==> src/logic/interlock_pkg.sv <==
// Functional notes
// - output A fault warns, one flash, 30 min
// - output B fault warns, two flashes, delayed
// - cross short or both faults, three flashes
// - overtemperature warns, four flashes, delayed
// - bad actuator, five flashes, immediate off
// - control input error, six flashes, immediate
// - lock mechanism blocked, seven flashes, immediate
// - supply out of range, eight flashes, delayed
// - warning keeps outputs only 30 minutes
// - service life reached: no lock, alternate
// - lock command low with actuator locks
// - any warning drops diagnostic output at once
// - latched error clears only on door open
// - output double fault latches until power cycle
package interlock_pkg;

  localparam int CLK_HZ         = 40_000_000;
  localparam int TICK_MS        = 1;
  localparam int TICK_CYC       = CLK_HZ / 1000 * TICK_MS;
  localparam int WARN_MIN       = 30;
  localparam int WARN_TICKS     = WARN_MIN * 60_000 / TICK_MS;
  localparam int FLASH_ON_MS    = 200;
  localparam int FLASH_OFF_MS   = 300;
  localparam int FLASH_PAUSE_MS = 1500;
  localparam int BLINK_HALF_MS  = 500;
  localparam int LOCK_LIFE      = 1_000_000;
  localparam int ACT_LIFE       = 500_000;

  localparam logic [3:0] CODE_NONE    = 4'h0;
  localparam logic [3:0] CODE_OUT_A   = 4'h1;
  localparam logic [3:0] CODE_OUT_B   = 4'h2;
  localparam logic [3:0] CODE_CROSS   = 4'h3;
  localparam logic [3:0] CODE_TEMP    = 4'h4;
  localparam logic [3:0] CODE_ACT     = 4'h5;
  localparam logic [3:0] CODE_CTRL    = 4'h6;
  localparam logic [3:0] CODE_MECH    = 4'h7;
  localparam logic [3:0] CODE_SUPPLY  = 4'h8;
  localparam logic [3:0] CODE_DEFECT  = 4'hf;

  localparam logic [7:0] OFF_STATUS   = 8'h00;
  localparam logic [7:0] OFF_EVENT    = 8'h04;
  localparam logic [7:0] OFF_MASK     = 8'h08;
  localparam logic [7:0] OFF_LOCK_CNT = 8'h0c;
  localparam logic [7:0] OFF_ACT_CNT  = 8'h10;

  localparam int EV_W       = 5;
  localparam int EV_WARN    = 0;
  localparam int EV_ERR     = 1;
  localparam int EV_LOCKOUT = 2;
  localparam int EV_LIFE    = 3;
  localparam int EV_LOCK    = 4;
  localparam logic [EV_W-1:0] MASK_RST = 5'h00;

  localparam int ST_F_STATE   = 0;
  localparam int ST_F_WARN    = 2;
  localparam int ST_F_ERR     = 3;
  localparam int ST_F_LOCKOUT = 4;
  localparam int ST_F_LIFE    = 5;
  localparam int ST_F_CODE    = 8;
  localparam int ST_F_SAFE    = 12;
  localparam int ST_F_DIAG    = 13;

  localparam logic [1:0] RESP_OKAY   = 2'h0;
  localparam logic [1:0] RESP_SLVERR = 2'h2;

  typedef enum logic [1:0] {ST_OPEN, ST_CLOSED, ST_LOCKED} door_t;

endpackage

==> src/logic/interlock_diag.sv <==
`timescale 1ns/1ps
module interlock_diag import interlock_pkg::*; #(
  parameter int TICK_CYCLES = TICK_CYC,
  parameter int WARN_LEN    = WARN_TICKS,
  parameter int LOCK_LIMIT  = LOCK_LIFE,
  parameter int ACT_LIMIT   = ACT_LIFE,
  parameter int CNT_W       = 20
) (
  input  wire logic        CLK,
  input  wire logic        RST_N,
  input  wire logic        LOCK_CMD,
  input  wire logic        DOOR_CLOSED,
  input  wire logic        ACTUATOR_OK,
  input  wire logic        BOLT_LOCKED,
  input  wire logic        SAFETY_OUTPUT_A_FAULT,
  input  wire logic        SAFETY_OUTPUT_B_FAULT,
  input  wire logic        CROSS_SHORT,
  input  wire logic        OVER_TEMP,
  input  wire logic        ACTUATOR_FAULT,
  input  wire logic        CTRL_INPUT_FAULT,
  input  wire logic        LOCK_MECH_FAULT,
  input  wire logic        SUPPLY_FAULT,
  input  wire logic        DEVICE_DEFECT,
  output logic             SAFETY_OUTPUT_A,
  output logic             SAFETY_OUTPUT_B,
  output logic             DIAG_OUT,
  output logic             LOCK_DRIVE,
  output logic             LED_GREEN,
  output logic             LED_RED,
  output logic             LED_YELLOW,
  output logic             IRQ,
  input  wire logic [7:0]  AWADDR,
  input  wire logic        AWVALID,
  output logic             AWREADY,
  input  wire logic [31:0] WDATA,
  input  wire logic [3:0]  WSTRB,
  input  wire logic        WVALID,
  output logic             WREADY,
  output logic [1:0]       BRESP,
  output logic             BVALID,
  input  wire logic        BREADY,
  input  wire logic [7:0]  ARADDR,
  input  wire logic        ARVALID,
  output logic             ARREADY,
  output logic [31:0]      RDATA,
  output logic [1:0]       RRESP,
  output logic             RVALID,
  input  wire logic        RREADY
);
  localparam int TW = $clog2(TICK_CYCLES + 1);
  localparam int WW = $clog2(WARN_LEN + 1);

  // timebase
  logic [TW-1:0] tick_cnt_r;
  logic          tick_r;
  logic [8:0]    blink_cnt_r;
  logic          blink_r;
  wire           tick_wrap = (tick_cnt_r == TW'(TICK_CYCLES - 1));
  wire           blink_wrap = tick_r && (blink_cnt_r == 9'(BLINK_HALF_MS - 1));

  always_ff @(posedge CLK or negedge RST_N) begin
    if (!RST_N) begin
      tick_cnt_r  <= '0;
      tick_r      <= 1'b0;
      blink_cnt_r <= 9'h000;
      blink_r     <= 1'b0;
    end else begin
      tick_cnt_r  <= tick_wrap ? '0 : tick_cnt_r + TW'(1);
      tick_r      <= tick_wrap;
      blink_cnt_r <= blink_wrap ? 9'h000 : (tick_r ? blink_cnt_r + 9'h001 : blink_cnt_r);
      blink_r     <= blink_wrap ? ~blink_r : blink_r;
    end
  end

  // fault classification
  wire        both_fault = (SAFETY_OUTPUT_A_FAULT && SAFETY_OUTPUT_B_FAULT) || CROSS_SHORT;
  wire        warn_cause = SAFETY_OUTPUT_A_FAULT || SAFETY_OUTPUT_B_FAULT || CROSS_SHORT ||
                           OVER_TEMP || SUPPLY_FAULT;
  wire        imm_fault  = ACTUATOR_FAULT || CTRL_INPUT_FAULT || LOCK_MECH_FAULT || DEVICE_DEFECT;
  wire [3:0]  warn_code  = both_fault            ? CODE_CROSS :
                           SAFETY_OUTPUT_A_FAULT ? CODE_OUT_A :
                           SAFETY_OUTPUT_B_FAULT ? CODE_OUT_B :
                           OVER_TEMP             ? CODE_TEMP  : CODE_SUPPLY;
  wire [3:0]  imm_code   = DEVICE_DEFECT   ? CODE_DEFECT :
                           LOCK_MECH_FAULT ? CODE_MECH :
                           CTRL_INPUT_FAULT ? CODE_CTRL : CODE_ACT;

  door_t            state_r;
  logic             warn_r, err_r, lockout_r, life_r;
  logic [WW-1:0]    warn_cnt_r;
  logic [3:0]       err_code_r, shown_code_r;
  logic [CNT_W-1:0] lock_cnt_r, act_cnt_r;
  logic             bolt_q_r, act_q_r, safe_r;

  wire        warn_expire = warn_r && warn_cause && tick_r && (warn_cnt_r == WW'(WARN_LEN - 1));
  wire        err_set     = imm_fault || warn_expire;
  // set wins over clear; a lockout blocks the normal acknowledge
  wire        err_clear   = !DOOR_CLOSED && !imm_fault && !warn_cause && !lockout_r;
  wire        err_nxt     = err_set || (err_r && !err_clear);
  wire        warn_nxt    = warn_cause && !err_set && !err_r;
  wire [3:0]  err_code_nxt = imm_fault ? imm_code : (warn_expire ? warn_code : err_code_r);
  wire        lock_rise   = BOLT_LOCKED && !bolt_q_r;
  wire        act_now     = DOOR_CLOSED && ACTUATOR_OK;
  wire        act_rise    = act_now && !act_q_r;
  wire        life_nxt    = life_r || (lock_cnt_r >= CNT_W'(LOCK_LIMIT)) ||
                            (act_cnt_r >= CNT_W'(ACT_LIMIT));
  door_t      state_nxt;
  assign state_nxt = !DOOR_CLOSED ? ST_OPEN :
                     (BOLT_LOCKED && ACTUATOR_OK) ? ST_LOCKED : ST_CLOSED;

  always_ff @(posedge CLK or negedge RST_N) begin
    if (!RST_N) begin
      state_r    <= ST_OPEN;
      warn_r     <= 1'b0;
      err_r      <= 1'b0;
      lockout_r  <= 1'b0;
      life_r     <= 1'b0;
      warn_cnt_r <= '0;
      err_code_r <= CODE_NONE;
      lock_cnt_r <= '0;
      act_cnt_r  <= '0;
      bolt_q_r   <= 1'b0;
      act_q_r    <= 1'b0;
    end else begin
      state_r    <= state_nxt;
      warn_r     <= warn_nxt;
      err_r      <= err_nxt;
      lockout_r  <= lockout_r || both_fault;
      life_r     <= life_nxt;
      warn_cnt_r <= !warn_r ? '0 : (tick_r ? warn_cnt_r + WW'(1) : warn_cnt_r);
      err_code_r <= err_code_nxt;
      bolt_q_r   <= BOLT_LOCKED;
      act_q_r    <= act_now;
      // counters saturate at the limit, so a stuck input cannot wrap them
      if (lock_rise && lock_cnt_r < CNT_W'(LOCK_LIMIT))
        lock_cnt_r <= lock_cnt_r + CNT_W'(1);
      if (act_rise && act_cnt_r < CNT_W'(ACT_LIMIT))
        act_cnt_r  <= act_cnt_r + CNT_W'(1);
    end
  end

  // output mapping
  wire        run_ok    = !err_r && !life_r;
  // a warning never enables outputs that were off, it only keeps them
  wire        safe_nxt  = run_ok && (state_r == ST_LOCKED) && (safe_r || !warn_r);
  wire        diag_nxt  = run_ok && !warn_nxt && !err_nxt && (state_r != ST_OPEN) &&
                          !((state_r == ST_CLOSED) && !LOCK_CMD);
  wire        lock_nxt  = !LOCK_CMD && act_now && !life_r;
  wire [3:0]  code_nxt  = err_r ? err_code_r : (warn_r ? warn_code : CODE_NONE);
  wire        flash_red;
  logic       yellow_nxt;

  always_comb begin
    yellow_nxt = 1'b0;
    unique case (state_r)
      ST_OPEN:   yellow_nxt = 1'b0;
      ST_CLOSED: yellow_nxt = blink_r;
      ST_LOCKED: yellow_nxt = warn_r ? blink_r : 1'b1;
    endcase
    if (life_r)
      yellow_nxt = 1'b0;
  end

  flash_code_gen u_flash (
    .clk   (CLK),
    .rst_n (RST_N),
    .tick  (tick_r),
    .code  (shown_code_r),
    .red   (flash_red)
  );

  always_ff @(posedge CLK or negedge RST_N) begin
    if (!RST_N) begin
      safe_r       <= 1'b0;
      DIAG_OUT     <= 1'b0;
      LOCK_DRIVE   <= 1'b0;
      LED_GREEN    <= 1'b0;
      LED_RED      <= 1'b0;
      LED_YELLOW   <= 1'b0;
      shown_code_r <= CODE_NONE;
    end else begin
      safe_r       <= safe_nxt;
      DIAG_OUT     <= diag_nxt;
      LOCK_DRIVE   <= lock_nxt;
      LED_GREEN    <= life_r ? blink_r : 1'b1;
      LED_RED      <= life_r ? !blink_r : flash_red;
      LED_YELLOW   <= yellow_nxt;
      shown_code_r <= code_nxt;
    end
  end
  assign SAFETY_OUTPUT_A = safe_r;
  assign SAFETY_OUTPUT_B = safe_r;

  // events and interrupt
  logic [EV_W-1:0] evt_r, mask_r;
  wire  [EV_W-1:0] ev_set = {lock_rise, life_nxt && !life_r, both_fault && !lockout_r,
                             err_nxt && !err_r, warn_nxt && !warn_r};

  // AXI4-Lite slave
  logic [7:0]  awaddr_r;
  logic [31:0] wdata_r;
  logic [3:0]  wstrb_r;
  logic        aw_got_r, w_got_r;
  wire         aw_take  = AWVALID && AWREADY;
  wire         w_take   = WVALID && WREADY;
  wire         wr_fire  = aw_got_r && w_got_r && !BVALID;
  wire         aw_got_nxt = aw_got_r ? !wr_fire : aw_take;
  wire         w_got_nxt  = w_got_r ? !wr_fire : w_take;
  wire         bvalid_nxt = wr_fire || (BVALID && !BREADY);
  wire         ar_take  = ARVALID && ARREADY;
  wire         rvalid_nxt = ar_take || (RVALID && !RREADY);
  wire         wr_event = wr_fire && (awaddr_r == OFF_EVENT) && wstrb_r[0];
  wire         wr_mask  = wr_fire && (awaddr_r == OFF_MASK) && wstrb_r[0];
  wire         wr_hit   = (awaddr_r == OFF_STATUS) || (awaddr_r == OFF_EVENT) || (awaddr_r == OFF_MASK) ||
                          (awaddr_r == OFF_LOCK_CNT) || (awaddr_r == OFF_ACT_CNT);
  wire  [EV_W-1:0] evt_clr = wr_event ? wdata_r[EV_W-1:0] : '0;
  wire  [EV_W-1:0] evt_nxt = ev_set | (evt_r & ~evt_clr);
  wire  [31:0] status_word = {18'h00000, DIAG_OUT, safe_r, shown_code_r, 2'h0, life_r, lockout_r,
                              err_r, warn_r, 2'(state_r)};
  wire         rd_hit   = (ARADDR == OFF_STATUS) || (ARADDR == OFF_EVENT) || (ARADDR == OFF_MASK) ||
                          (ARADDR == OFF_LOCK_CNT) || (ARADDR == OFF_ACT_CNT);
  wire  [31:0] rd_mux   = (ARADDR == OFF_STATUS)   ? status_word :
                          (ARADDR == OFF_EVENT)    ? 32'(evt_r) :
                          (ARADDR == OFF_MASK)     ? 32'(mask_r) :
                          (ARADDR == OFF_LOCK_CNT) ? 32'(lock_cnt_r) :
                          (ARADDR == OFF_ACT_CNT)  ? 32'(act_cnt_r) : 32'h00000000;

  always_ff @(posedge CLK or negedge RST_N) begin
    if (!RST_N) begin
      aw_got_r <= 1'b0;
      w_got_r  <= 1'b0;
      awaddr_r <= 8'h00;
      wdata_r  <= 32'h00000000;
      wstrb_r  <= 4'h0;
      AWREADY  <= 1'b0;
      WREADY   <= 1'b0;
      BVALID   <= 1'b0;
      BRESP    <= RESP_OKAY;
      ARREADY  <= 1'b0;
      RVALID   <= 1'b0;
      RRESP    <= RESP_OKAY;
      RDATA    <= 32'h00000000;
      evt_r    <= '0;
      mask_r   <= MASK_RST;
      IRQ      <= 1'b0;
    end else begin
      aw_got_r <= aw_got_nxt;
      w_got_r  <= w_got_nxt;
      if (aw_take)
        awaddr_r <= AWADDR;
      if (w_take) begin
        wdata_r <= WDATA;
        wstrb_r <= WSTRB;
      end
      AWREADY <= !aw_got_nxt && !bvalid_nxt;
      WREADY  <= !w_got_nxt && !bvalid_nxt;
      BVALID  <= bvalid_nxt;
      if (wr_fire)
        BRESP <= wr_hit ? RESP_OKAY : RESP_SLVERR;
      ARREADY <= !rvalid_nxt;
      RVALID  <= rvalid_nxt;
      if (ar_take) begin
        RDATA <= rd_mux;
        RRESP <= rd_hit ? RESP_OKAY : RESP_SLVERR;
      end
      evt_r <= evt_nxt;
      if (wr_mask)
        mask_r <= wdata_r[EV_W-1:0];
      IRQ <= |(evt_r & mask_r);
    end
  end
endmodule

==> src/logic/flash_code_gen.sv <==
`timescale 1ns/1ps
module flash_code_gen import interlock_pkg::*; (
  input  wire logic       clk,
  input  wire logic       rst_n,
  input  wire logic       tick,
  input  wire logic [3:0] code,
  output logic            red
);
  typedef enum logic [1:0] {PH_ON, PH_OFF, PH_PAUSE} phase_t;

  phase_t      phase_r, phase_nxt;
  logic [10:0] ms_r, ms_nxt;
  logic [3:0]  pulse_r, pulse_nxt;
  logic [3:0]  code_r;
  logic        red_nxt;
  wire  [10:0] phase_len = (phase_r == PH_ON)  ? 11'(FLASH_ON_MS) :
                           (phase_r == PH_OFF) ? 11'(FLASH_OFF_MS) : 11'(FLASH_PAUSE_MS);
  wire         phase_end = tick && (ms_r == phase_len - 11'h001);

  always_comb begin
    phase_nxt = phase_r;
    ms_nxt    = tick ? ms_r + 11'h001 : ms_r;
    pulse_nxt = pulse_r;
    if (code != code_r) begin
      // a new code restarts the sequence so no partial count is shown
      phase_nxt = PH_ON;
      ms_nxt    = 11'h000;
      pulse_nxt = 4'h0;
    end else if (phase_end) begin
      ms_nxt = 11'h000;
      unique case (phase_r)
        PH_ON:    phase_nxt = PH_OFF;
        PH_OFF: begin
          if (pulse_r + 4'h1 == code) begin
            phase_nxt = PH_PAUSE;
            pulse_nxt = 4'h0;
          end else begin
            phase_nxt = PH_ON;
            pulse_nxt = pulse_r + 4'h1;
          end
        end
        PH_PAUSE: phase_nxt = PH_ON;
      endcase
    end
    red_nxt = (code == CODE_DEFECT) || ((code != CODE_NONE) && (phase_nxt == PH_ON));
  end

  always_ff @(posedge clk or negedge rst_n) begin
    if (!rst_n) begin
      phase_r <= PH_ON;
      ms_r    <= 11'h000;
      pulse_r <= 4'h0;
      code_r  <= 4'h0;
      red     <= 1'b0;
    end else begin
      phase_r <= phase_nxt;
      ms_r    <= ms_nxt;
      pulse_r <= pulse_nxt;
      code_r  <= code;
      red     <= red_nxt;
    end
  end
endmodule

==> config.mk <==
export PLATFORM = sky130hd
export DESIGN_NAME = interlock_diag
export DESIGN_NICKNAME = d
export VERILOG_FILES = /design/src/logic/interlock_pkg.sv /design/src/logic/interlock_diag.sv /design/src/logic/flash_code_gen.sv
export SDC_FILE = /design/constraint.sdc
export NUM_CORES = 1
export LEC_CHECK = 0
export ABC_AREA = 0
export BUFFER_PORTS_ARGS = -buffer_cell sky130_fd_sc_hd__buf_2
export CORE_MARGIN = 4
export CORE_UTILIZATION = 62
export CTS_CLUSTER_DIAMETER = 40
export DETAILED_ROUTE_END_ITERATION = 6
export GPL_TIMING_DRIVEN = 0
export PLACE_DENSITY = 0.82
export REMOVE_ABC_BUFFERS = 1
export SYNTH_ARGS = -nofsm -noshare
export SYNTH_HDL_FRONTEND = slang
export SYNTH_HIERARCHICAL = 1
export SYNTH_SLANG_ARGS = --single-unit
==> constraint.sdc <==
create_clock -name CLK -period 4.55 [get_ports CLK]
set_input_delay 0.6825 -clock CLK [delete_from_list [all_inputs] [get_ports CLK]]
set_output_delay 0.6825 -clock CLK [all_outputs]
set_load 0.02 [all_outputs]
# Word-level counts from Yosys, hierarchy flattened

Index checks and enable logic that the tools add are counted.

Register bits after elaboration: 200
Bits of input ports: 72
Output and inout port bits: 49
Word-level logic and storage cells: 235

Add/subtract/negate cells: 8
Magnitude comparators: 4
Equality and inequality tests: 20
Muxes and demuxes: 46
Bitwise operators: 5
Reduce and logical (&&, ||, !) cells: 109

Operators by type and width:

| cell                  | number |
|---|---|
| $mux 20               | 5 |
| $mux 11               | 5 |
| $mux 4                | 13 |
| $logic_and 1x1->1     | 46 |
| $mux 21               | 2 |
| $add 20x1->20 const B | 2 |
| $eq 8x4->1 const B    | 4 |
| $logic_or 1x1->1      | 25 |
| $logic_not 1->1       | 24 |
| $add 21x1->21 const B | 1 |
| $eq 21x21->1 const B  | 1 |
| $ge 20x19->1 const B  | 1 |
| $ge 20x20->1 const B  | 1 |
| $lt 20x19->1 const B  | 1 |
| $lt 20x20->1 const B  | 1 |
| $mux 2                | 9 |
| $mux 9                | 2 |
| $add 16x1->16 const B | 1 |
| $eq 16x16->1 const B  | 1 |
| $eq 8x3->1 const B    | 2 |
| $eq 8x5->1 const B    | 2 |
| $logic_not 8->1       | 2 |
| $mux 16               | 1 |
| $add 11x1->11 const B | 1 |
| 25 further kinds      | 39 |

# Logic depth before layout (Yosys ltp)

Gate-level depths: netlist of run 1.

Depth in word-level cells: 16
Gate-level depth with buffers: 8
Gate-level depth less buffers: 8

# Hierarchy

Netlist of run 1, hierarchy kept.

Modules (own cells, without submodules):

| module         | times used | cells an instance | area an instance (µm²) | sequential area each (µm²) |
|---|---|---|---|---|
| interlock_diag | 1          | 700               | 7721.2                 | 4103.9 |
| flash_code_gen | 1          | 131               | 1295.0                 | 550.5 |

# Worst setup path after synthesis of run 1

Ideal clock, no wire load.

Path type: input -> register
From: input port ARADDR[0]
To: register RDATA[12]
Setup time: 127 ps
Data arrival time: 2132 ps
Required time: 4423 ps
Setup slack: 2291 ps
Stages on the path: 5
Path buffers: 1
Cell sequence: or4_4 > nor4_4 > buf_6 > mux2i_1 > o21ai_1

Word-level cells in the longest chain between the ends: 6
Elaborated cells on any way between the ends: 10
Those cells by class: eq/ne (4); mux (5); reduce/logical (1)

Ends and longest elaborated chain:

| item                   | line                  | RTL |
|---|---|---|
| start: declaration     | interlock_diag.sv:42  | `input wire logic [7:0] ARADDR,` |
| $eq 8x5->1             | interlock_diag.sv:226 | `(ARADDR == OFF_ACT_CNT) ? 32'(act_cnt_r) : 32'h00000000;` |
| $mux 20                | interlock_diag.sv:226 |  |
| $mux 20                | interlock_diag.sv:225 | `(ARADDR == OFF_LOCK_CNT) ? 32'(lock_cnt_r) :` |
| $mux 20                | interlock_diag.sv:224 | `(ARADDR == OFF_MASK) ? 32'(mask_r) :` |
| $mux 20                | interlock_diag.sv:223 | `(ARADDR == OFF_EVENT) ? 32'(evt_r) :` |
| $mux 20 (*)            | interlock_diag.sv:222 | `wire [31:0] rd_mux = (ARADDR == OFF_STATUS) ? status_word :` |
| end signal: assignment | interlock_diag.sv:263 | `RDATA <= rd_mux;` |
| end: declaration       | interlock_diag.sv:45  | `output logic [31:0] RDATA,` |

Mark *: on every way between the ends. The rest lies on a longest branch, timed or not.
A chain may end at the register's enable or synchronous reset.

# Worst setup path after layout of run 1

From: register tick_r
To: register warn_cnt_r[14]

Word-level cells in the longest chain between the ends: 1

Ends and longest elaborated chain:

| item                     | line                  | RTL |
|---|---|---|
| start: declaration       | interlock_diag.sv:55  | `logic tick_r;` |
| start signal: assignment | interlock_diag.sv:69  | `tick_r <= tick_wrap;` |
| $ne 2x2->1 (no line)     | --                    |  |
| end signal: assignment   | interlock_diag.sv:130 | `warn_cnt_r <= !warn_r ? '0 : (tick_r ? warn_cnt_r + WW'(1) : warn_cnt_r);` |
| end: declaration         | interlock_diag.sv:90  | `logic [WW-1:0] warn_cnt_r;` |

Every way passes these cells.

==> results of run 1 <==
## cells by family after synthesis
family                     count (synthesis)
AOI/OAI and AO/OA                        104
xor gates and xnor gates                  94
adders and majority gates                 14
buffers and inverters                     62
DFF                                      186
muxes                                     54
other                                      1
and+or+nand+nor                          316
## path summary, 6_finish.rpt
kind                                               from                           end  slack [ns]  cells past startpoint
min in group CLK                            BOLT_LOCKED            bolt_q_r$_DFF_PN0_        0.39                      1
max in group asynchronous                         RST_N     lock_cnt_r[8]$_DFFE_PN0P_        3.44                      2
worst max-delay path                   tick_r$_DFF_PN0_    warn_cnt_r[14]$_DFFE_PN0P_        1.95                      5
worst min-delay path                              RST_N  u_flash/phase_r[0]$_DFF_PN0_        0.26                      1
worst max register to register         tick_r$_DFF_PN0_    warn_cnt_r[14]$_DFFE_PN0P_        1.95                      5
worst min register to register  tick_cnt_r[4]$_DFF_PN0_       tick_cnt_r[4]$_DFF_PN0_        0.48                      1
## power by group
part | internal [µW] | switching [µW] | total (µW)
registers | 1810 | 150 | 1960
logic | 198 | 238 | 437
clock network | 947 | 664 | 1610
## per-stage QoR
| step | hold WS [ns] | power, µW | cell area (µm²) | std cells |
|---|---|---|---|---|
| detailed placement | 0.4672 | 2421 | 9484 | 1065 |
| floorplan | 0.3869 | 2239 | 8841 | 808 |
| global placement | 0.4574 | 2396 | 9447 | 1064 |
| CTS | 0.3031 | 4028 | 10130 | 1097 |
| global route | 0.3019 | 4176 | 10130 | 1097 |
| finish | 0.2579 | 4004 | 10130 | 1097 |
## per-layer routing
| metal | part of all wire, % | vias up |
|---|---|---|
| li1 | - | 3050 |
| met4 | 1.6 | 0 |
| met1 | 46 | 3143 |
| met2 | 47 | 157 |
| met3 | 5.3 | 22 |
| met5 | 0 | - |
## cell usage after synthesis (all sizes together) (10+ instances only)
library cell  number  area share, %
and3              12           0.83
buf               21            1.9
inv               26            1.1
xnor2             52            5.1
o21ai             40            2.3
nand4             24            1.7
and2              21            1.5
mux2              25            3.2
nor2b             10           0.69
nand2             69            2.9
clkbuf            15           0.62
ha                14            1.9
a22oi             10           0.83
nor4              13            1.5
mux2i             29            3.2
nor2              58            2.4
and4              10           0.97
xor2              42            4.1
nand3             32            1.8
nor3              25            1.6
a21oi             16           0.89
dfrtp            186             52
## sequential cells by signal (all words and copies together) (netlist names), 2 cells and up
signal and cells:
err_code_r 4, tick_cnt_r 16, u_flash/code_r 4, blink_cnt_r 9
evt_r 5, mask_r 5, u_flash/phase_r 2, warn_cnt_r 21
u_flash/pulse_r 4, state_r 2, wdata_r 5, shown_code_r 4
act_cnt_r 20, RDATA 20, lock_cnt_r 20, u_flash/ms_r 11
awaddr_r 8
## layout make-up
type	count	share of cell area (%)
clock buffers	18	4.337
clock inverters	14	2.014
inverters	26	0.9637
multi-input cells	596	40.38
flip-flops and latches	186	45.96
well taps	180	2.224
repair buffers	77	4.127
==> run_results.csv, run 1 <==
group,metric,value,unit
run_status,outcome,"completed",
finish,mostFrequentLayoutCells,"dfrtp_1, buf_2, nand2_1",
global_route,grt_pass1_wl,30.42,mm
pwr,power_density,395.3,nW/µm²
floorplan,initial_core_util,64.21,%
clock_network,cts.sinks,186,
route,drc,0,
setup_path,critPathRequiredTime,4.87,ns
finish,layout_commonest_cell,"dfrtp_1",
route,totalWireLength,18.20,mm
floorplan,die_h,128.6,µm
logic_synthesis,syn-mean-instance-area,10.85,µm²
route,viasPerCell,5.809,
logic_synthesis,synth-simple-area-share,19.64,%
timing,final_hold_viol_count,0,
logic_synthesis,synthArstFlopShare,100.0,%
timing,maxSlewViolCount,0,
finish,areaGrowthSynthToFinish,12.32,%
finish,drive_above_1_share,17.67,%
pwr,p_leak,0.004609,µW
setup_path,critPathMaxFanout,18,
logic_synthesis,synth-xor-area-share,9.131,%
global_route,grt_antenna_before_repair,0,
finish,nNetsFinal,990,
clock_network,holdBufCountCts,0,
route,ant_nets,0,
clock_network,worstSkewPairLatency,0.44,ns
pwr,ir_drop,0.4223,mV
timing,setup_viol,0,
timing,fin_crit_sh,57.09,%
clock_network,cts-resized-gates,0,
timing,fin_tns_setup,0,ns
clock_network,cts_buffer_depth,2,
clock_network,post_cts.repair.setup_buffers,0,
logic_synthesis,synth_top_family_by_area,"simple AND/OR/NAND/NOR gates",
logic_synthesis,synth-edff-count,0,
finish,diodes,0,
global_route,grtUsageMet2,35.80,%
timing,tightest_slew,1.207,ns
global_route,globalRouteMet3Util,5.770,%
logic_synthesis,synth_area,9016,µm²
setup_path,cpPeakStageDelay,0.88,ns
logic_synthesis,ys.flop_type,"dfrtp_1",
floorplan,core_region_area,14040,µm²
floorplan,die_x,128.6,µm
placement,gp_congestion,0.8220,
logic_synthesis,ys_seq_area_share,51.62,%
finish,multi_input_area,4089,µm²
setup_path,startpoint_type,"flop",
clock_network,clkTransAtPathRegs,0.07,ns
finish,fin_util,72.12,%
finish,seq_area,4654,µm²
setup_path,critPathTopFamily,"simple AND/OR/NAND/NOR gates",
logic_synthesis,synth-seq-cells,186,
clock_network,h-tree-depth,4,
global_route,grt_max_degree,100,
placement,dpl_worst_slack,1.580,ns
clock_network,cts_inserted_buffers,17,
placement,port_buffers,76,
setup_path,crit_arrival,2.92,ns
logic_synthesis,synth_adder_area_share,1.943,%
logic_synthesis,synthMuxAreaShare,6.384,%
floorplan,num_rows,43,
timing,fin_worst_skew,0.01090,ns
logic_synthesis,synth.distinct_cells,70,
setup_path,cp_num_buf_inv,0,
logic_synthesis,synth_compound_area_share,7.674,%
route,drt_iter0_markers,400,
route,first_pass_iters,5,
route,via_count,6372,
finish,fillers,1004,
timing,setup_ws,1.952,ns
timing,fmax,385.0,MHz
setup_path,critPathKind,"flop to flop",
clock_network,cts-root-buf,"clkbuf_16",
run,maxCapViolCount,0,
logic_synthesis,ys.warnings.count,6,
timing,layout_min_cycle_time,2.598,ns
global_route,use_met1,32.25,%
hold_path,hp-class,"input pin to async pin",
global_route,grt.busiest_layer,"met2",
global_route,grt_use_total,23.10,%
global_route,grt_pass1_vias,6197,
floorplan,die_area,16540,µm²
route,wl_per_cell,16.59,µm
setup_path,crit_path_cell_trace,"nand4_1 -> nor4_1 -> nand3_1 -> xnor2_1 -> and2_1",
floorplan,io_pins,121,
global_route,grt.overflow.total,0,
logic_synthesis,synth_cells,831,
placement,hpwl,12.51,mm
clock_network,cts_tree,"yes",
setup_path,crit_path_top_delay_cell,"nor4_1",
timing,rsz0062_at_grt,"false",
setup_path,endpoint_kind,"flop",
timing,max-slew-margin-rel,18.90,%
Note: power is estimated with default switching activity, not from simulation.
==> run 2: changes to the inputs <==
CORE_UTILIZATION = 58   (was 62)
PLACE_DENSITY = 0.77   (was 0.82)
clock period = 2.7 ns   (was 4.55 ns; I/O delays follow)
==> run 2 against run 1 <==
Against the previous run:
- maximum frequency rose by 5.0%
- global-route usage shrank 1.5 points
- power up 65%
- setup slack got worse by 1.7 ns
- combinational power increased by 68%
- sequential power is 68% higher
- non-clock buffer count stayed put
- wire length decreased by 1.6%
- critical path depth stayed put
- core utilization fell by 5.4 points
- clock-buffer cell count up 2
- cell count is 0.73% higher
==> run_results.csv, run 2 (synthesis gave the netlist of run 1 again) <==
group,metric,value,unit
finish,drive_above_1_share,17.88,%
global_route,grt_pass1_vias,6376,
pwr,p_int,4921,µW
placement,gp_congestion,0.8421,
pwr,p_seq_share,49.7,%
timing,fmax,404.2,MHz
route,wl_per_cell,16.21,µm
finish,diodes,0,
setup_path,cpPeakStageDelay,0.76,ns
clock_network,cts_tree,"yes",
finish,fin_util,66.69,%
pwr,p_leak,0.004598,µW
finish,largest_register_ffs,21,
setup_path,endpoint_kind,"flop",
global_route,grt.overflow.total,0,
timing,fin_crit_sh,91.63,%
pwr,p_clk_share,39.3,%
pwr,power_frac_comb,11.1,%
floorplan,num_rows,45,
setup_path,cp_num_buf_inv,0,
timing,maxSlewViolCount,0,
route,drc,0,
timing,fin_tns_setup,0,ns
route,via_count,6267,
clock_network,worstSkewPairLatency,0.43,ns
route,ant_nets,0,
clock_network,cts.sinks,186,
finish,multi_input_area,4101,µm²
setup_path,startpoint_type,"flop",
run_status,outcome,"completed",
placement,place_area,9494,µm²
finish,regMostFlops,"warn_cnt_r",
setup_path,crit_path_cell_trace,"nand4_1 -> nor2_1 -> nand4_1 -> nand2_1 -> mux2_2",
setup_path,critPathRequiredTime,3.02,ns
setup_path,crit_arrival,2.79,ns
timing,setup_viol,0,
finish,nNetsFinal,990,
timing,final_hold_viol_count,0,
global_route,grt_pass1_wl,30.97,mm
floorplan,core_region_area,15200,µm²
floorplan,io_pins,121,
setup_path,critPathMaxFanout,18,
floorplan,die_h,132.7,µm
floorplan,die_x,132.7,µm
route,first_pass_iters,4,
finish,areaGrowthSynthToFinish,12.45,%
pwr,power.total,6624,µW
clock_network,cts-root-buf,"clkbuf_16",
setup_path,critPathTopFamily,"simple AND/OR/NAND/NOR gates",
floorplan,initial_core_util,59.31,%
setup_path,crit_path_top_delay_cell,"dfrtp_1",
finish,mostFrequentLayoutCells,"dfrtp_1, buf_2, nand2_1",
clock_network,post_cts.repair.setup_buffers,0,
route,totalWireLength,17.92,mm
timing,layout_min_cycle_time,2.474,ns
clock_network,holdBufCountCts,0,
run,maxCapViolCount,0,
finish,final_area,10140,µm²
placement,hpwl,12.56,mm
timing,rsz0062_at_grt,"false",
timing,tightest_slew,1.228,ns
pwr,power_density,653.3,nW/µm²
finish,layout_commonest_cell,"dfrtp_1",
pwr,switching_share,25.70,%
finish,seq_area,4654,µm²
global_route,grt_antenna_before_repair,2,
pwr,p_switching,1702,µW
route,viasPerCell,5.671,
setup_path,cpMostUsedCell,"nand4_1",
clock_network,h-tree-depth,4,
route,drt_iter0_markers,444,
global_route,grt_use_total,21.64,%
hold_path,hp-class,"input pin to async pin",
clock_network,clkTransAtPathRegs,0.07,ns
timing,fin_worst_skew,0.01683,ns
global_route,grt_max_degree,96,
clock_network,cts_inserted_buffers,17,
timing,max-slew-margin-rel,17.54,%
clock_network,cts_buffer_depth,2,
placement,port_buffers,76,
setup_path,critPathKind,"flop to flop",
floorplan,die_area,17600,µm²
clock_network,cts-resized-gates,0,
finish,fillers,1177,
pwr,ir_drop,0.5976,mV
==> run 2: changes by cell type in the layout (fill, tap and decap cells not counted), sizes merged <==
cell / previous run / this run
clkinv: 2 / 5
clkbuf: 18 / 20
clkinvlp: 2 / 3
bufinv: 4 / 3
inv: 32 / 27
==> run 2: metrics by stage <==
step	worst slack (ns)	hold slack, ns	std cells
2_1_floorplan	0.4402	0.1094	808
3_3_place_gp	-1.767	0.4581	1072
3_5_place_dp	0.0001292	0.4647	1073
4_1_cts	0.04322	0.006844	1105
5_1_grt	0.03025	0.03430	1105
6_report	0.2259	0.0003862	1105
==> run 2: path summary, 6_finish.rpt <==
check | startpoint | end | slack (ns) | cells after the start
worst max-delay path | tick_r$_DFF_PN0_ | err_code_r[0]$_DFFE_PN0P_ | 0.23 | 5
worst min-delay path | RST_N | u_flash/ms_r[6]$_DFFE_PN0P_ | 0.0004 | 1
worst max register to register | tick_r$_DFF_PN0_ | err_code_r[0]$_DFFE_PN0P_ | 0.23 | 5
worst min register to register | tick_cnt_r[15]$_DFF_PN0_ | tick_cnt_r[15]$_DFF_PN0_ | 0.47 | 1
max in group asynchronous | RST_N | tick_cnt_r[15]$_DFF_PN0_ | 1.81 | 2
min in group CLK | BOLT_LOCKED | bolt_q_r$_DFF_PN0_ | 0.14 | 1
==> run 2: layer usage <==
metal  vias to the layer above  routed length (µm)  global-route usage, %
met5                         -                  15                      0
met4                         4                 253                  5.889
met3                        21                 783                  5.970
met2                       114                8472                  34.12
met1                      3095                8390                  29.81
li1                       3033                   -                      -
==> run 2: power by group through the flow <==
| stage | Combinational, µW | Clock, µW | Sequential [µW] |
|---|---|---|---|
| 4_1_cts | 747 | 2650 | 3290 |
| 6_report | 734 | 2600 | 3290 |
| 2_1_floorplan | 466 | 0 | 3310 |
| 3_3_place_gp | 712 | 0 | 3330 |
| 5_1_grt | 824 | 2780 | 3340 |
| 3_5_place_dp | 741 | 0 | 3340 |
==> run 2: cell type report <==
class | instances | area share [%]
Sequential cell | 186 | 45.91
Multi-Input combinational cell | 596 | 40.45
Clock buffer | 20 | 4.603
Timing Repair Buffer | 77 | 4.122
Tap cell | 188 | 2.320
Clock inverter | 12 | 1.629
Inverter | 26 | 0.9626
==> run 3: changes to the inputs <==
CORE_MARGIN = default   (was 4)
GPL_TIMING_DRIVEN = default   (was 0)
HOLD_SLACK_MARGIN = 0.08   (was default)
==> run 3 against run 2 <==
Against the previous run:
- global-route usage increased by 2.7 points
- hold slack improved by 0.13 ns
- register-to-register slack improved by 0.28 ns
- setup slack improved by 0.28 ns
- cell count grew 1.3%
- design area up 1.3%
- non-clock buffer count rose by 14
- sequential share of layout area shrank 0.60 points
- critical path depth grew 2
- first-iteration DRC count shrank 9.5%
- die area is 8.8% lower
- highest routed layer unchanged
==> run_results.csv, run 3 (synthesis gave the netlist of run 1 again) <==
group,metric,value,unit
route,drc,0,
setup_path,startpoint,"u_flash/phase_r[0]$_DFF_PN0_",
finish,final_area,10270,µm²
pwr,ir_drop,0.5902,mV
timing,setup_viol,0,
pwr,p_switching,1763,µW
finish,mostFrequentLayoutCells,"dfrtp_1, buf_2, nand2_1",
setup_path,reg2reg_to,"u_flash/red$_DFF_PN0_",
setup_path,crit_arrival,2.57,ns
timing,fin_crit_sh,81.43,%
placement,place_area,9605,µm²
setup_path,reg2reg_depth,7,
setup_path,critPathKind,"flop to flop",
timing,max-slew-margin-rel,38.40,%
placement,hpwl,12.59,mm
route,wl_per_cell,16.03,µm
global_route,grt_pass1_vias,6239,
global_route,grt_pass1_wl,30.50,mm
route,viasPerCell,5.633,
placement,gp_congestion,0.8142,
global_route,grt.overflow.total,0,
clock_network,cts_inserted_buffers,17,
timing,fin_tns_setup,0,ns
finish,fin_util,67.58,%
finish,drive_above_1_share,18.80,%
floorplan,die_h,126.7,µm
timing,maxSlewViolCount,0,
pwr,power_frac_comb,11.1,%
pwr,switching_share,25.99,%
run_status,outcome,"completed",
clock_network,cts_tree,"yes",
timing,hold_slack,0.1303,ns
setup_path,startpoint_type,"flop",
floorplan,die_x,126.7,µm
finish,largest_register_ffs,21,
global_route,grt_antenna_before_repair,1,
pwr,p_int,5021,µW
floorplan,initial_core_util,59.31,%
floorplan,core_region_area,15200,µm²
setup_path,critPathRequiredTime,3.07,ns
timing,fin_worst_skew,0.007501,ns
setup_path,rr_startpoint,"u_flash/phase_r[0]$_DFF_PN0_",
floorplan,num_rows,45,
clock_network,cts-resized-gates,0,
route,via_count,6303,
route,ant_nets,0,
finish,nNetsFinal,1004,
clock_network,clkTransAtPathRegs,0.07,ns
clock_network,h-tree-depth,4,
clock_network,post_cts.repair.setup_buffers,0,
route,drt_iter0_markers,402,
placement,port_buffers,76,
clock_network,cts.sinks,186,
global_route,grt_use_total,24.31,%
timing,setup_ws,0.5013,ns
clock_network,worstSkewPairLatency,0.43,ns
finish,regMostFlops,"warn_cnt_r",
timing,rsz0062_at_grt,"false",
run,maxCapViolCount,0,
route,totalWireLength,17.94,mm
setup_path,endpoint,"u_flash/red$_DFF_PN0_",
pwr,p_clk_share,40.5,%
floorplan,io_pins,121,
placement,dpl_worst_slack,0.4533,ns
timing,final_hold_viol_count,0,
clock_network,holdBufCountCts,1,
floorplan,die_area,16050,µm²
timing,layout_min_cycle_time,2.199,ns
clock_network,cts_buffer_depth,2,
pwr,power_density,660.3,nW/µm²
global_route,grt_max_degree,73,
route,first_pass_iters,5,
finish,diodes,0,
hold_path,hp-class,"input pin to flop",
pwr,p_leak,0.004695,µW
finish,fillers,1174,
finish,layout_commonest_cell,"dfrtp_1",
finish,areaGrowthSynthToFinish,13.95,%
setup_path,critPathMaxFanout,6,
setup_path,rrSetupSlack,0.50,ns
setup_path,endpoint_kind,"flop",
clock_network,cts-root-buf,"clkbuf_16",
timing,tightest_slew,0.9220,ns
pwr,p_seq_share,48.4,%
timing,fmax,454.8,MHz
[run 3: stage by stage]
stage / power, µW / cells
after floorplan: 3773 / 808
after global placement: 4055 / 1086
after detailed placement: 4091 / 1086
after CTS: 6844 / 1119
after global routing: 7071 / 1119
final: 6784 / 1119
[run 3: cell type report]
cell class / count / area, µm² / area share (%)
inverters: 26 / 97.59 / 0.9499
clock inverters: 13 / 205.2 / 1.997
flip-flops and latches: 186 / 4654 / 45.31
well taps: 188 / 235.2 / 2.290
multi-input cells: 596 / 4089 / 39.80
clock buffers: 19 / 452.9 / 4.409
repair buffers: 91 / 539.3 / 5.249
[run 3: power groups by stage]
stage	combinational, µW	clock, µW	sequential [µW]
6_report	752	2750	3280
3_5_place_dp	755	0	3340
5_1_grt	839	2900	3330
4_1_cts	765	2790	3290
2_1_floorplan	466	0	3310
3_3_place_gp	728	0	3330
[run 3: critical path, cell delays in order (launching register included)]
cell and delay, ns:
dfrtp_1 0.38, ha_1 0.28, nand4bb_1 0.22, a211oi_2 0.38, nand3_2 0.18, mux2_4 0.35
a2111oi_2 0.21, a41o_1 0.14
[run 3: worst min path at each step]
stage                                 start                     endpoint  depth (start not counted)
floorplan                             RST_N            ARREADY$_DFF_PN0_                          0
global placement                      RST_N  u_flash/ms_r[6]$_DFFE_PN0P_                          1
detailed placement  tick_cnt_r[4]$_DFF_PN0_      tick_cnt_r[4]$_DFF_PN0_                          1
CTS                             BOLT_LOCKED           bolt_q_r$_DFF_PN0_                          1
global route                    BOLT_LOCKED           bolt_q_r$_DFF_PN0_                          1
finish                          BOLT_LOCKED           bolt_q_r$_DFF_PN0_                          1
[run 3: routing by layer]
metal  share of wire [%]  track usage (%)
met1                  47            33.74
met2                  49            39.16
met3                 3.5            5.103
met4                0.74            6.513
met5               0.072                0
